$ cat config.mk
export PLATFORM = sky130hd
export DESIGN_NAME = gpm_seq
export DESIGN_NICKNAME = d
export VERILOG_FILES = /design/src/logic/gpm_pkg.sv /design/src/logic/gpm_ckmem.sv /design/src/logic/gpm_seq.sv
export SDC_FILE = /design/constraint.sdc
export NUM_CORES = 1
export LEC_CHECK = 0
export BUFFER_PORTS_ARGS = -buffer_cell sky130_fd_sc_hd__buf_2
export CAP_MARGIN = 0
export CORE_MARGIN = 3
export CORE_UTILIZATION = 35
export CTS_BUF_LIST = sky130_fd_sc_hd__clkbuf_2
export CTS_CLUSTER_SIZE = 25
export DETAILED_ROUTE_END_ITERATION = 6
export PLACE_DENSITY = 0.61
export SYNTH_ARGS = -nofsm -noshare
export SYNTH_HDL_FRONTEND = slang
export SYNTH_HIERARCHICAL = 1
export SYNTH_SLANG_ARGS = --single-unit
$ cat constraint.sdc
create_clock -name clk -period 7.95 [get_ports clk]
set_clock_uncertainty 0.15 [all_clocks]
set_input_delay 1.1925 -clock clk [delete_from_list [all_inputs] [get_ports clk]]
set_output_delay 1.1925 -clock clk [all_outputs]
set_load 0.03 [all_outputs]
$ cat src/logic/gpm_pkg.sv
// Package of constants and types for the gauge power-mode sequencer.
package gpm_pkg;

  localparam int unsigned CLK_MHZ          = 250;
  localparam int unsigned INSERT_DETECT_US = 3000;
  localparam int unsigned INSERT_CYCLES    = INSERT_DETECT_US * CLK_MHZ;
  localparam int unsigned CAL_CYCLES       = 64;
  localparam int unsigned SLEEP_PERIOD     = 1024;
  localparam int unsigned MEAS_CYCLES      = 16;
  localparam int unsigned CKSUM_W          = 16;
  localparam int unsigned CNT_W            = 8;
  localparam int unsigned MEM_DEPTH        = 16;
  localparam int unsigned MEM_AW           = 4;
  localparam int unsigned TEMP_W           = 12;
  localparam logic [1:0]  PFC_SUSPEND      = 2'h1;
  localparam logic [CKSUM_W-1:0] CKSUM_RST = 16'h0000;

  typedef enum logic [1:0] {
    GPM_RST_FULL,
    GPM_RST_PARTIAL,
    GPM_RST_WATCHDOG,
    GPM_RST_OTHER
  } gpm_rst_kind_t;

endpackage : gpm_pkg

$ cat src/logic/gpm_ckmem.sv
// Working memory with a running checksum and partial-reset check.
`timescale 1ns/10ps
module gpm_ckmem (
  input  wire logic                              clk,
  input  wire logic                              reset,
  input  wire logic                              wr_en,
  input  wire logic [gpm_pkg::MEM_AW-1:0]        wr_addr,
  input  wire logic [gpm_pkg::CKSUM_W-1:0]       wr_data,
  input  wire logic                              check_start,
  output logic                                   check_done,
  output logic                                   check_fail
);

  logic [gpm_pkg::CKSUM_W-1:0] mem [gpm_pkg::MEM_DEPTH];
  logic [gpm_pkg::CKSUM_W-1:0] stored_sum;
  logic [gpm_pkg::CKSUM_W-1:0] calc_sum;
  logic [gpm_pkg::MEM_AW-1:0]  scan_addr;
  logic                        scanning;
  logic                        wiping;

  // Stored checksum follows every change, as a sum of all words.
  always_ff @(posedge clk) begin
    if (reset) begin
      stored_sum <= gpm_pkg::CKSUM_RST;
    end else if (wr_en && !scanning && !wiping) begin
      stored_sum <= stored_sum - mem[wr_addr] + wr_data;
    end else if (wiping) begin
      stored_sum <= gpm_pkg::CKSUM_RST;
    end
  end

  always_ff @(posedge clk) begin
    if (reset || wiping) begin
      for (int i = 0; i < gpm_pkg::MEM_DEPTH; i++) begin
        mem[i] <= '0;
      end
    end else if (wr_en && !scanning) begin
      mem[wr_addr] <= wr_data;
    end
  end

  // Recompute by walking memory; mismatch wipes it all.
  always_ff @(posedge clk) begin
    if (reset) begin
      scanning   <= 1'b0;
      wiping     <= 1'b0;
      scan_addr  <= '0;
      calc_sum   <= '0;
      check_done <= 1'b0;
      check_fail <= 1'b0;
    end else begin
      check_done <= 1'b0;
      wiping     <= 1'b0;
      if (check_start && !scanning) begin
        scanning  <= 1'b1;
        scan_addr <= '0;
        calc_sum  <= '0;
      end else if (scanning) begin
        calc_sum  <= calc_sum + mem[scan_addr];
        scan_addr <= scan_addr + 1'b1;
        if (scan_addr == gpm_pkg::MEM_AW'(gpm_pkg::MEM_DEPTH - 1)) begin
          scanning   <= 1'b0;
          check_done <= 1'b1;
          check_fail <= (calc_sum + mem[scan_addr]) != stored_sum;
          wiping     <= (calc_sum + mem[scan_addr]) != stored_sum;
        end
      end
    end
  end

endmodule : gpm_ckmem

$ cat src/logic/gpm_seq.sv
// Power-mode sequencer, charge guard and reset bookkeeping of the gauge.
`timescale 1ns/10ps

module gpm_seq #(
  parameter int unsigned INSERT_CYCLES = gpm_pkg::INSERT_CYCLES
) (
  input  wire logic                              clk,
  input  wire logic                              reset,
  input  wire logic signed [gpm_pkg::TEMP_W-1:0] temperature,
  input  wire logic signed [gpm_pkg::TEMP_W-1:0] inhibit_low,
  input  wire logic signed [gpm_pkg::TEMP_W-1:0] inhibit_high,
  input  wire logic signed [gpm_pkg::TEMP_W-1:0] suspend_low,
  input  wire logic signed [gpm_pkg::TEMP_W-1:0] suspend_high,
  input  wire logic signed [gpm_pkg::TEMP_W-1:0] temp_hys,
  input  wire logic [1:0]                        pin_function_code,
  input  wire logic                              sleep_enable,
  input  wire logic                              good_pin_override,
  input  wire logic                              sense_select_high,
  input  wire logic                              sense_select_low,
  input  wire logic                              mean_current_low,
  input  wire logic                              hib_current_low,
  input  wire logic                              cell_below_hib_volt,
  input  wire logic                              hibernate_request,
  input  wire logic                              wake_comparator,
  input  wire logic                              battery_present,
  input  wire logic                              host_cmd,
  input  wire logic                              link_clock,
  input  wire logic                              own_address_cmd,
  input  wire logic                              soft_reset,
  input  wire logic [1:0]                        soft_reset_kind,
  input  wire logic [1:0]                        reset_count_sel,
  input  wire logic                              mem_wr_en,
  input  wire logic [gpm_pkg::MEM_AW-1:0]        mem_wr_addr,
  input  wire logic [gpm_pkg::CKSUM_W-1:0]       mem_wr_data,
  input  wire logic                              ocv_done,
  input  wire logic                              cal_done,
  input  wire logic                              profile_done,
  output logic                                   battery_good_pin,
  output logic                                   charge_inhibit_flag,
  output logic                                   charge_suspend_flag,
  output logic [2:0]                             power_mode,
  output logic                                   ocv_start,
  output logic                                   cal_start,
  output logic                                   profile_start,
  output logic                                   measure_active,
  output logic                                   gauging_active,
  output logic                                   ocv_valid,
  output logic [gpm_pkg::CNT_W-1:0]              reset_count,
  output logic                                   mem_reinit
);

  typedef enum logic [2:0] {
    GPM_NORMAL,
    GPM_CAL,
    GPM_SLEEP,
    GPM_HIBERNATE,
    GPM_INSERT_WAIT,
    GPM_INIT_OCV,
    GPM_INIT_PROFILE
  } gpm_state_t;

  gpm_state_t state;
  logic [2:0] sync_in0;
  logic [2:0] sync_in1;
  logic [1:0] lclk_s;
  logic       lclk_prev;
  logic [31:0] ins_cnt;
  logic [15:0] sleep_cnt;
  logic       hib_by_volt;
  logic       wake_en;
  logic       in_inhibit_ok;
  logic       out_inhibit;
  logic       out_suspend;
  logic       link_edge;
  logic       present_s;
  logic       wake_s;
  logic       own_s;
  logic       next_good;
  logic [gpm_pkg::CNT_W-1:0] counters [4];
  logic       ck_done;
  logic       ck_fail;

  // Pins cross in through two flops; the first flop feeds only the second.
  always_ff @(posedge clk) begin
    if (reset) begin
      sync_in0 <= '0;
      sync_in1 <= '0;
      lclk_s   <= '0;
      lclk_prev <= 1'b0;
    end else begin
      sync_in0  <= {own_address_cmd, wake_comparator, battery_present};
      sync_in1  <= sync_in0;
      lclk_s    <= {lclk_s[0], link_clock};
      lclk_prev <= lclk_s[1];
    end
  end

  assign present_s = sync_in1[0];
  assign wake_s    = sync_in1[1];
  // Address match counts only when the link clock is really running.
  assign own_s     = sync_in1[2];
  assign link_edge = lclk_s[1] & ~lclk_prev;

  assign wake_en = sense_select_high | sense_select_low;
  assign out_inhibit = (temperature < inhibit_low) ||
                       (temperature > inhibit_high);
  assign in_inhibit_ok = (temperature >= inhibit_low + temp_hys) &&
                         (temperature <= inhibit_high - temp_hys);
  assign out_suspend = (temperature < suspend_low) ||
                       (temperature > suspend_high);

  always_ff @(posedge clk) begin
    if (reset) begin
      charge_inhibit_flag <= 1'b0;
    end else if (out_inhibit) begin
      charge_inhibit_flag <= 1'b1;
    end else if (in_inhibit_ok) begin
      charge_inhibit_flag <= 1'b0;
    end
  end

  // Setting wins over clearing when both are seen together.
  always_ff @(posedge clk) begin
    if (reset) begin
      charge_suspend_flag <= 1'b0;
    end else if ((pin_function_code == gpm_pkg::PFC_SUSPEND) &&
                 out_suspend) begin
      charge_suspend_flag <= 1'b1;
    end else if (in_inhibit_ok) begin
      charge_suspend_flag <= 1'b0;
    end
  end

  // Mode sequencer.
  always_ff @(posedge clk) begin
    if (reset) begin
      state       <= GPM_INSERT_WAIT;
      ins_cnt     <= '0;
      sleep_cnt   <= '0;
      hib_by_volt <= 1'b0;
      ocv_valid   <= 1'b0;
    end else begin
      unique case (state)
        GPM_NORMAL: begin
          if (!present_s) begin
            state     <= GPM_INSERT_WAIT;
            ocv_valid <= 1'b0;
          end else if (ocv_valid && cell_below_hib_volt) begin
            state       <= GPM_HIBERNATE;
            hib_by_volt <= 1'b1;
          end else if (ocv_valid && hibernate_request && hib_current_low) begin
            state       <= GPM_HIBERNATE;
            hib_by_volt <= 1'b0;
          end else if (sleep_enable && mean_current_low) begin
            state <= GPM_CAL;
          end
        end
        GPM_CAL: begin
          if (!present_s) begin
            state <= GPM_INSERT_WAIT;
          end else if (cal_done) begin
            state     <= GPM_SLEEP;
            sleep_cnt <= '0;
          end
        end
        GPM_SLEEP: begin
          sleep_cnt <= (sleep_cnt == 16'(gpm_pkg::SLEEP_PERIOD - 1)) ?
                       '0 : sleep_cnt + 16'h0001;
          if (!present_s) begin
            state <= GPM_INSERT_WAIT;
          end else if (!mean_current_low || (wake_en && wake_s)) begin
            state <= GPM_NORMAL;
          end
        end
        GPM_HIBERNATE: begin
          if (own_s && link_edge) begin
            state     <= GPM_INSERT_WAIT;
            ocv_valid <= 1'b0;
            ins_cnt   <= '0;
          end
        end
        GPM_INSERT_WAIT: begin
          if (!present_s) begin
            ins_cnt <= '0;
          end else if (ins_cnt == INSERT_CYCLES - 1) begin
            state   <= GPM_INIT_OCV;
            ins_cnt <= '0;
          end else begin
            ins_cnt <= ins_cnt + 32'h00000001;
          end
        end
        GPM_INIT_OCV: begin
          if (ocv_done) begin
            state     <= GPM_INIT_PROFILE;
            ocv_valid <= 1'b1;
          end
        end
        GPM_INIT_PROFILE: begin
          if (profile_done) begin
            state <= GPM_NORMAL;
          end
        end
      endcase
    end
  end

  // Good pin: inactive until voltage reading, in hibernate unless entered on low voltage with override, and on inhibit.
  always_comb begin
    next_good = ocv_valid && !charge_inhibit_flag &&
                (state != GPM_INSERT_WAIT) && (state != GPM_INIT_OCV);
    if (state == GPM_HIBERNATE) begin
      next_good = hib_by_volt && good_pin_override &&
                  !charge_inhibit_flag;
    end
  end

  always_ff @(posedge clk) begin
    if (reset) begin
      battery_good_pin <= 1'b0;
      power_mode       <= 3'h4;
      ocv_start        <= 1'b0;
      cal_start        <= 1'b0;
      profile_start    <= 1'b0;
      measure_active   <= 1'b0;
      gauging_active   <= 1'b0;
    end else begin
      battery_good_pin <= next_good;
      power_mode       <= 3'(state);
      ocv_start        <= (state == GPM_INIT_OCV);
      cal_start        <= (state == GPM_CAL);
      profile_start    <= (state == GPM_INIT_PROFILE);
      // Sleep measures only in a short burst each period.
      measure_active   <= (state == GPM_NORMAL) ||
                          ((state == GPM_SLEEP) &&
                           (sleep_cnt < 16'(gpm_pkg::MEAS_CYCLES))) ||
                          ((state == GPM_INSERT_WAIT) && host_cmd);
      gauging_active   <= (state == GPM_NORMAL) ||
                          (state == GPM_SLEEP);
    end
  end

  // Per-type software reset counters.
  always_ff @(posedge clk) begin
    if (reset) begin
      for (int i = 0; i < 4; i++) begin
        counters[i] <= '0;
      end
      reset_count <= '0;
    end else begin
      if (soft_reset) begin
        counters[soft_reset_kind] <= counters[soft_reset_kind] + 1'b1;
      end
      reset_count <= counters[reset_count_sel];
    end
  end

  gpm_ckmem u_ckmem (
    .clk         (clk),
    .reset       (reset),
    .wr_en       (mem_wr_en),
    .wr_addr     (mem_wr_addr),
    .wr_data     (mem_wr_data),
    .check_start (soft_reset &&
                  (soft_reset_kind == 2'(gpm_pkg::GPM_RST_PARTIAL))),
    .check_done  (ck_done),
    .check_fail  (ck_fail)
  );

  always_ff @(posedge clk) begin
    if (reset) begin
      mem_reinit <= 1'b0;
    end else begin
      mem_reinit <= ck_done && ck_fail;
    end
  end

endmodule : gpm_seq

=== Yosys cells after proc, flatten, opt, wreduce, memory -nomap -nowiden ===
Memories as Yosys holds them, arrays and structs flattened. A register that Yosys moved wholly into a read port is not among the register bits.
Index checks and enable logic that the tools add are counted.

* Reductions and logical operators: 50
* Mux-type cells: 56
* Bitwise operators: 6
* Equal/unequal tests: 25
* Magnitude comparators: 7
* $add $sub $neg: 9

{| class="wikitable"
|+ Operators by type and width
! cell !! number
|-
| $mux W16 || 6
|-
| $mux W32 || 3
|-
| $pmux W32 S2 || 1
|-
| $mux W3 || 13
|-
| $add A16 B16 Y16 || 2
|-
| $add A32 B1 Y32 const B || 1
|-
| $eq A32 B20 Y1 const B || 1
|-
| $pmux W16 S2 || 1
|-
| $mux W1 || 25
|-
| $gt A12 B12 Y1 || 2
|-
| $lt A12 B12 Y1 || 2
|-
| $pmux W3 S7 || 1
|-
| $logic_and A1 B1 Y1 || 20
|-
| $add A16 B1 Y16 const B || 1
|-
| $eq A16 B10 Y1 const B || 1
|-
| $lt A16 B5 Y1 const B || 1
|-
| $ne A16 B16 Y1 || 1
|-
| $ne A2 B2 Y1 const B || 8
|-
| $reduce_or A16 Y1 || 1
|-
| $sub A16 B16 Y16 || 1
|-
| $add A12 B12 Y12 || 1
|-
| $ge A12 B12 Y1 || 1
|-
| $le A12 B12 Y1 || 1
|-
| $mux W4 || 3
|-
| other kinds (29) || 55
|}

* Input bits: 118
* Memory bits (writable): 288
* Memories: 2
* Bits in registers: 114
* Output and inout port bits: 21
* Word-level logic and storage cells: 181

{| class="wikitable"
|+ Memory list
! memory !! words !! width !! read ports !! clocked after Yosys merged registers in !! wr ports !! line !! text
|-
| u_ckmem.mem || 16 || 16 || 2 || 1 || 16 || gpm_ckmem.sv:14 || <nowiki>logic [gpm_pkg::CKSUM_W-1:0] mem [gpm_pkg::MEM_DEPTH];</nowiki>
|-
| counters || 4 || 8 || 2 || 1 || 4 || gpm_seq.sv:79 || <nowiki>logic [gpm_pkg::CNT_W-1:0] counters [4];</nowiki>
|}

=== Depth between registers and ports, before layout ===
* Word-level depth: 7
* Gate-level depth with buffers: 17
* Mapped depth without buffers: 16

=== Hierarchy ===
Netlist, hierarchy kept.

{| class="wikitable"
|+ Modules (own cells, without submodules)
! module !! area an instance (sq um) !! sequential area each (sq um) !! times used !! cells each
|-
| gpm_ckmem || 17068.9 || 8568.2 || 1 || 1289
|-
| gpm_seq || 7862.5 || 2602.5 || 1 || 875
|}

=== Worst setup path after synthesis ===
Ideal clock, no wire load.

* Kind: in2reg
* Start: in mem_wr_addr[0] (netlist bit)
* End: reg u_ckmem/stored_sum[14] (netlist bit)
* Required time: 7678 ps
* Buffers on the path: 3
* Stages: 16
* Setup slack: 2369 ps
* Library setup time: 122 ps
* Arrival time: 5309 ps
* Path through: buf_6 > buf_2 > buf_2 > mux4_2 > mux4_2 > fa_1 > inv_1 > fa_1 > a21o_1 > a21o_1 > a21oi_1 > o21ai_0 > a41o_1 > o41ai_1 > nor3_1 > a221o_1

* Longest elaborated chain between the ends: 4

{| class="wikitable"
|+ RTL lines
! what !! line !! text
|-
| start, declared || gpm_seq.sv:33 || <nowiki>input wire logic [gpm_pkg::MEM_AW-1:0] mem_wr_addr,</nowiki>
|-
| $mem_v2 Z16 W16 || n/a ||
|-
| $sub A16 B16 Y16 || gpm_ckmem.sv:26 || <nowiki>stored_sum <= stored_sum - mem[wr_addr] + wr_data;</nowiki>
|-
| $add A16 B16 Y16 || gpm_ckmem.sv:26 ||
|-
| $mux W16 || gpm_ckmem.sv:25 || <nowiki>end else if (wr_en && !scanning && !wiping) begin</nowiki>
|-
| end signal, assigned || gpm_ckmem.sv:24 || <nowiki>stored_sum <= gpm_pkg::CKSUM_RST;</nowiki>
|-
| end signal, assigned || gpm_ckmem.sv:26 ||
|-
| end signal, assigned || gpm_ckmem.sv:28 || <nowiki>stored_sum <= gpm_pkg::CKSUM_RST;</nowiki>
|-
| end, declared || gpm_ckmem.sv:15 || <nowiki>logic [gpm_pkg::CKSUM_W-1:0] stored_sum;</nowiki>
|}

No other way between the ends.
A chain may end at the register's enable or synchronous reset.

==> metrics.log <==
[metrics] outcome: finished clean
[metrics] root cell of the clock tree: sky130_fd_sc_hd__clkbuf_2
[metrics] via count: 18,800
[metrics] Std-Cell Rows: 97
[metrics] io pins: 139
[metrics] first-pass GRT wire length: 110 mm
[metrics] routability congestion estimate from global placement: 0.912
[metrics] Routed Antenna Nets: 0
[metrics] number of optimization iterations in the first detailed-route pass: 6
[metrics] CP Class: reg -> reg
[metrics] Vert. Die Dim: 273 µm
[metrics] RSZ-0062 raised after global routing: false
[metrics] largest net degree at the start of global routing: 65
[metrics] post-detailed-route wirelength per cell: 21.7 µm
[metrics] Final Net Count: 2,552
[metrics] total count of hold-check failures in the final report: 0
[metrics] flop and latch count out of synthesis: 414
[metrics] sort of element at the end of the critical path: register
[metrics] netlist area before placement: 24,900 µm²
[metrics] 1st-iter DRT viols: 1,718
[metrics] vias in the first global route: 19,200
[metrics] number of antenna violations at the first check in global routing: 7
[metrics] post-synth top area cell: sky130_fd_sc_hd__edfxtp_1
[metrics] CP max stage cell: sky130_fd_sc_hd__dfxtp_4
[metrics] shortest clock period the worst path allows after layout: 5.33 ns
[metrics] classification of the worst-slack hold path: in -> reg
[metrics] share of post-route cells with drive strength above 1: 23.0%
[metrics] CTS H-tree lvls: 3
[metrics] delay-heaviest family, CP: simple AND/OR/NAND/NOR gates
[metrics] arrival time reported for the critical path endpoint: 6.14 ns
[metrics] Synth top area share: 34.7%
[metrics] Inst Count DP: 3,118
[metrics] placed cell area: 26,500 µm²
[metrics] final cycle utilization of the critical path: 67.1%
[metrics] maximum clock insertion buffer count: 3
[metrics] dpl ws: 1.71 ns
[metrics] Slew Viols, Final: 0
[metrics] Synth area leaders: sky130_fd_sc_hd__edfxtp_1 (35%), sky130_fd_sc_hd__mux4_2 (16%), sky130_fd_sc_hd__dfxtp_1 (10%)
[metrics] worst hold slack across all endpoints: 0.204 ns
[metrics] fraction of the core area covered by cells at the end of the flow: 39.2%
[metrics] asr flop ratio synth: 0%
[metrics] Post-synth EDFFs: 288
[metrics] share of synthesized area occupied by flip-flops and latches: 44.8%
[metrics] cell-by-cell listing of the critical path: buf_4 > mux4_2 > mux4_2 > ha_1 > xnor2_1 > nor3_1 > a221oi_1 > nor4bb_1 > nand4_1 > nor4_1 > and4_1 > a311oi_2
[metrics] wire length reported by the detailed router: 72.0 mm
[metrics] setup ws final: 2.62 ns
[metrics] number of buffers added on ports: 138
[metrics] startpoint types: register
[metrics] number of DRC violations after detailed routing: 0
[metrics] Tightest Pin Transition: 1.11 ns
[metrics] final instance count without filler cells: 3,323
[metrics] CP max FO: 41
[metrics] setup bufs post-CTS: 0
[metrics] initial core utilization: 35.5%
[metrics] net count after synthesis: 2,427
[metrics] Register-to-Register Setup Slack: 2.62 ns
[metrics] final number of setup-violating endpoints: 0
[metrics] most frequent cell after synthesis: sky130_fd_sc_hd__edfxtp_1
[metrics] max-cap violation count: 0
[metrics] number of synthesis warnings: 6
[metrics] clk sinks: 414
[metrics] cell area after layout: 27,500 µm²
[metrics] CTS tree: built
[metrics] Std-Cell Core Area: 70,300 µm²
[metrics] most frequent cell on the critical path: sky130_fd_sc_hd__mux4_2
[metrics] commonest cells in the synthesized netlist: sky130_fd_sc_hd__edfxtp_1 (288), sky130_fd_sc_hd__nor3_1 (201), sky130_fd_sc_hd__nor2_1 (174)
[metrics] Pwr Total: 5.23 mW
[metrics] DPL Wire Length: 47.5 mm
[metrics] instance count of the mapped netlist: 2,164
[metrics] Sum Neg Setup Slack: 0 ns
[metrics] maximum achievable frequency: 188 MHz
[metrics] flip-flop cell with the highest count after synthesis: sky130_fd_sc_hd__edfxtp_1
[metrics] clk_lat worst skew: 1.21 ns
[metrics] synthesis-to-layout area growth: 10.5%
[metrics] number of distinct library cells after synthesis: 82
[metrics] Die Footprint: 74,500 µm²
[metrics] global-route congestion overflow total: 0
[metrics] overall track demand over capacity in global routing: 19.1%
[metrics] number of clock buffers inserted by TritonCTS: 105
[metrics] clk slew on worst S/H paths: 0.11 ns
[metrics] Rel. slew slack: 25.8%
[metrics] total buffers and inverters traversed by the critical path: 1
[metrics] drt via density: 5.65
[metrics] mean post-synth cell area: 11.5 µm²
[metrics] delay contributed by the slowest stage of the critical path: 0.93 ns
[metrics] power density over cell area: 190 nW/µm²
[metrics] IR drop worst, VDD: 0.0883 mV
[metrics] required time of the worst setup path: 8.76 ns
[metrics] Die Wd: 273 µm
[metrics] leakage dissipation: 10.3 nW
per-layer routing:
layer | vias up | routed length [µm] | global-route usage, %
met5 | - | 11 | 0
met4 | 2 | 2470 | 7.51
met3 | 181 | 6060 | 4.44
met2 | 809 | 34200 | 31.4
met1 | 9308 | 29200 | 24.5
li1 | 8472 | - | -
power breakdown:
group | internal (mW) | switching, mW | leakage [nW] | total, mW
Sequential | 2.40 | 0.0982 | 4.07 | 2.49
Clock | 0.539 | 0.922 | 0.714 | 1.46
Combinational | 0.544 | 0.727 | 5.55 | 1.27
Total | 3.48 | 1.75 | 10.3 | 5.23
placed cells by master (no fill, tap or decap), types with 6 or more instances in the layout:
master                     instances
sky130_fd_sc_hd__a211oi_1         12
sky130_fd_sc_hd__a21o_1           20
sky130_fd_sc_hd__a21oi_1          72
sky130_fd_sc_hd__a31oi_1          11
sky130_fd_sc_hd__and2_1           46
sky130_fd_sc_hd__and3_1           18
sky130_fd_sc_hd__buf_2           136
sky130_fd_sc_hd__buf_4            32
sky130_fd_sc_hd__clkbuf_2        146
sky130_fd_sc_hd__clkinv_1         50
sky130_fd_sc_hd__dfxtp_1         124
sky130_fd_sc_hd__diode_2           9
sky130_fd_sc_hd__edfxtp_1        288
sky130_fd_sc_hd__fa_1             18
sky130_fd_sc_hd__ha_1            127
sky130_fd_sc_hd__inv_1           125
sky130_fd_sc_hd__mux2i_1          18
sky130_fd_sc_hd__mux4_2          173
sky130_fd_sc_hd__nand2_1          85
sky130_fd_sc_hd__nand2b_1         18
sky130_fd_sc_hd__nand3_1          50
sky130_fd_sc_hd__nand4_1          23
sky130_fd_sc_hd__nor2_1          173
sky130_fd_sc_hd__nor2b_1          28
sky130_fd_sc_hd__nor3_1          201
sky130_fd_sc_hd__nor4_1           65
sky130_fd_sc_hd__o211ai_1          6
sky130_fd_sc_hd__o21a_1           12
sky130_fd_sc_hd__o21ai_0          41
sky130_fd_sc_hd__o21ai_2           7
sky130_fd_sc_hd__o21ai_4           6
sky130_fd_sc_hd__or2_2            10
sky130_fd_sc_hd__or3_1             6
sky130_fd_sc_hd__xnor2_1          59
sky130_fd_sc_hd__xor2_1           53
worst reg2reg max path: stages (launching register included):
cell,delay (ns)
sky130_fd_sc_hd__dfxtp_4,0.93
sky130_fd_sc_hd__buf_4,0.57
sky130_fd_sc_hd__mux4_2,0.58
sky130_fd_sc_hd__mux4_2,0.57
sky130_fd_sc_hd__ha_1,0.40
sky130_fd_sc_hd__xnor2_1,0.31
sky130_fd_sc_hd__nor3_1,0.08
sky130_fd_sc_hd__a221oi_1,0.32
sky130_fd_sc_hd__nor4bb_1,0.27
sky130_fd_sc_hd__nand4_1,0.13
sky130_fd_sc_hd__nor4_1,0.48
sky130_fd_sc_hd__and4_1,0.31
sky130_fd_sc_hd__a311oi_2,0.11
sequential cells by signal, summed over array words and instances, names as in the netlist, 2 cells and up, named ones only:
register,count
u_ckmem/mem,256
counters,32
ins_cnt,32
sleep_cnt,16
u_ckmem/calc_sum,16
u_ckmem/stored_sum,16
reset_count,8
u_ckmem/scan_addr,4
power_mode,3
state,3
sync_in0,3
sync_in1,3
lclk_s,2
kinds of logic (layout without fill, tap and decap cells):
logic type      count (synthesis)  count (layout)  share of synthesized area [%]
compound gates                246             246                           6.51
other cells                     0               9                              0
flops                         414             414                           44.8
xor+xnor                      115             115                           4.18
simple gates                  758             758                           15.6
mux                           193             193                           16.6
buf+inv                       293             503                           4.56
fa+ha+maj                     145             145                           7.82
area by class of cell:
class | count | area [µm²]
flip-flops and latches | 414 | 11200
clock buffers | 146 | 731
inverters | 139 | 522
clock inverters | 46 | 220
multi-input cells | 1457 | 12700
fillers | 6765 | 42700
repair buffers | 172 | 961
well taps | 940 | 1180
diodes | 9 | 22.5
timing repair:
action                                 4_1_cts  5_1_grt
endpoints found under the hold margin        4        0
hold buffers                                 4        0
gates resized for setup                      0        0
path summary, 6_finish.rpt:
kind                                   from                  to  depth (start not counted)
worst max register to register     register  u_ckmem/check_fail                         12
worst max-delay path               register  u_ckmem/check_fail                         12
worst min-delay path               host_cmd      measure_active                          3
worst min register to register  sync_in0[0]         sync_in1[0]                          1
(Power assumes the default switching activity.)
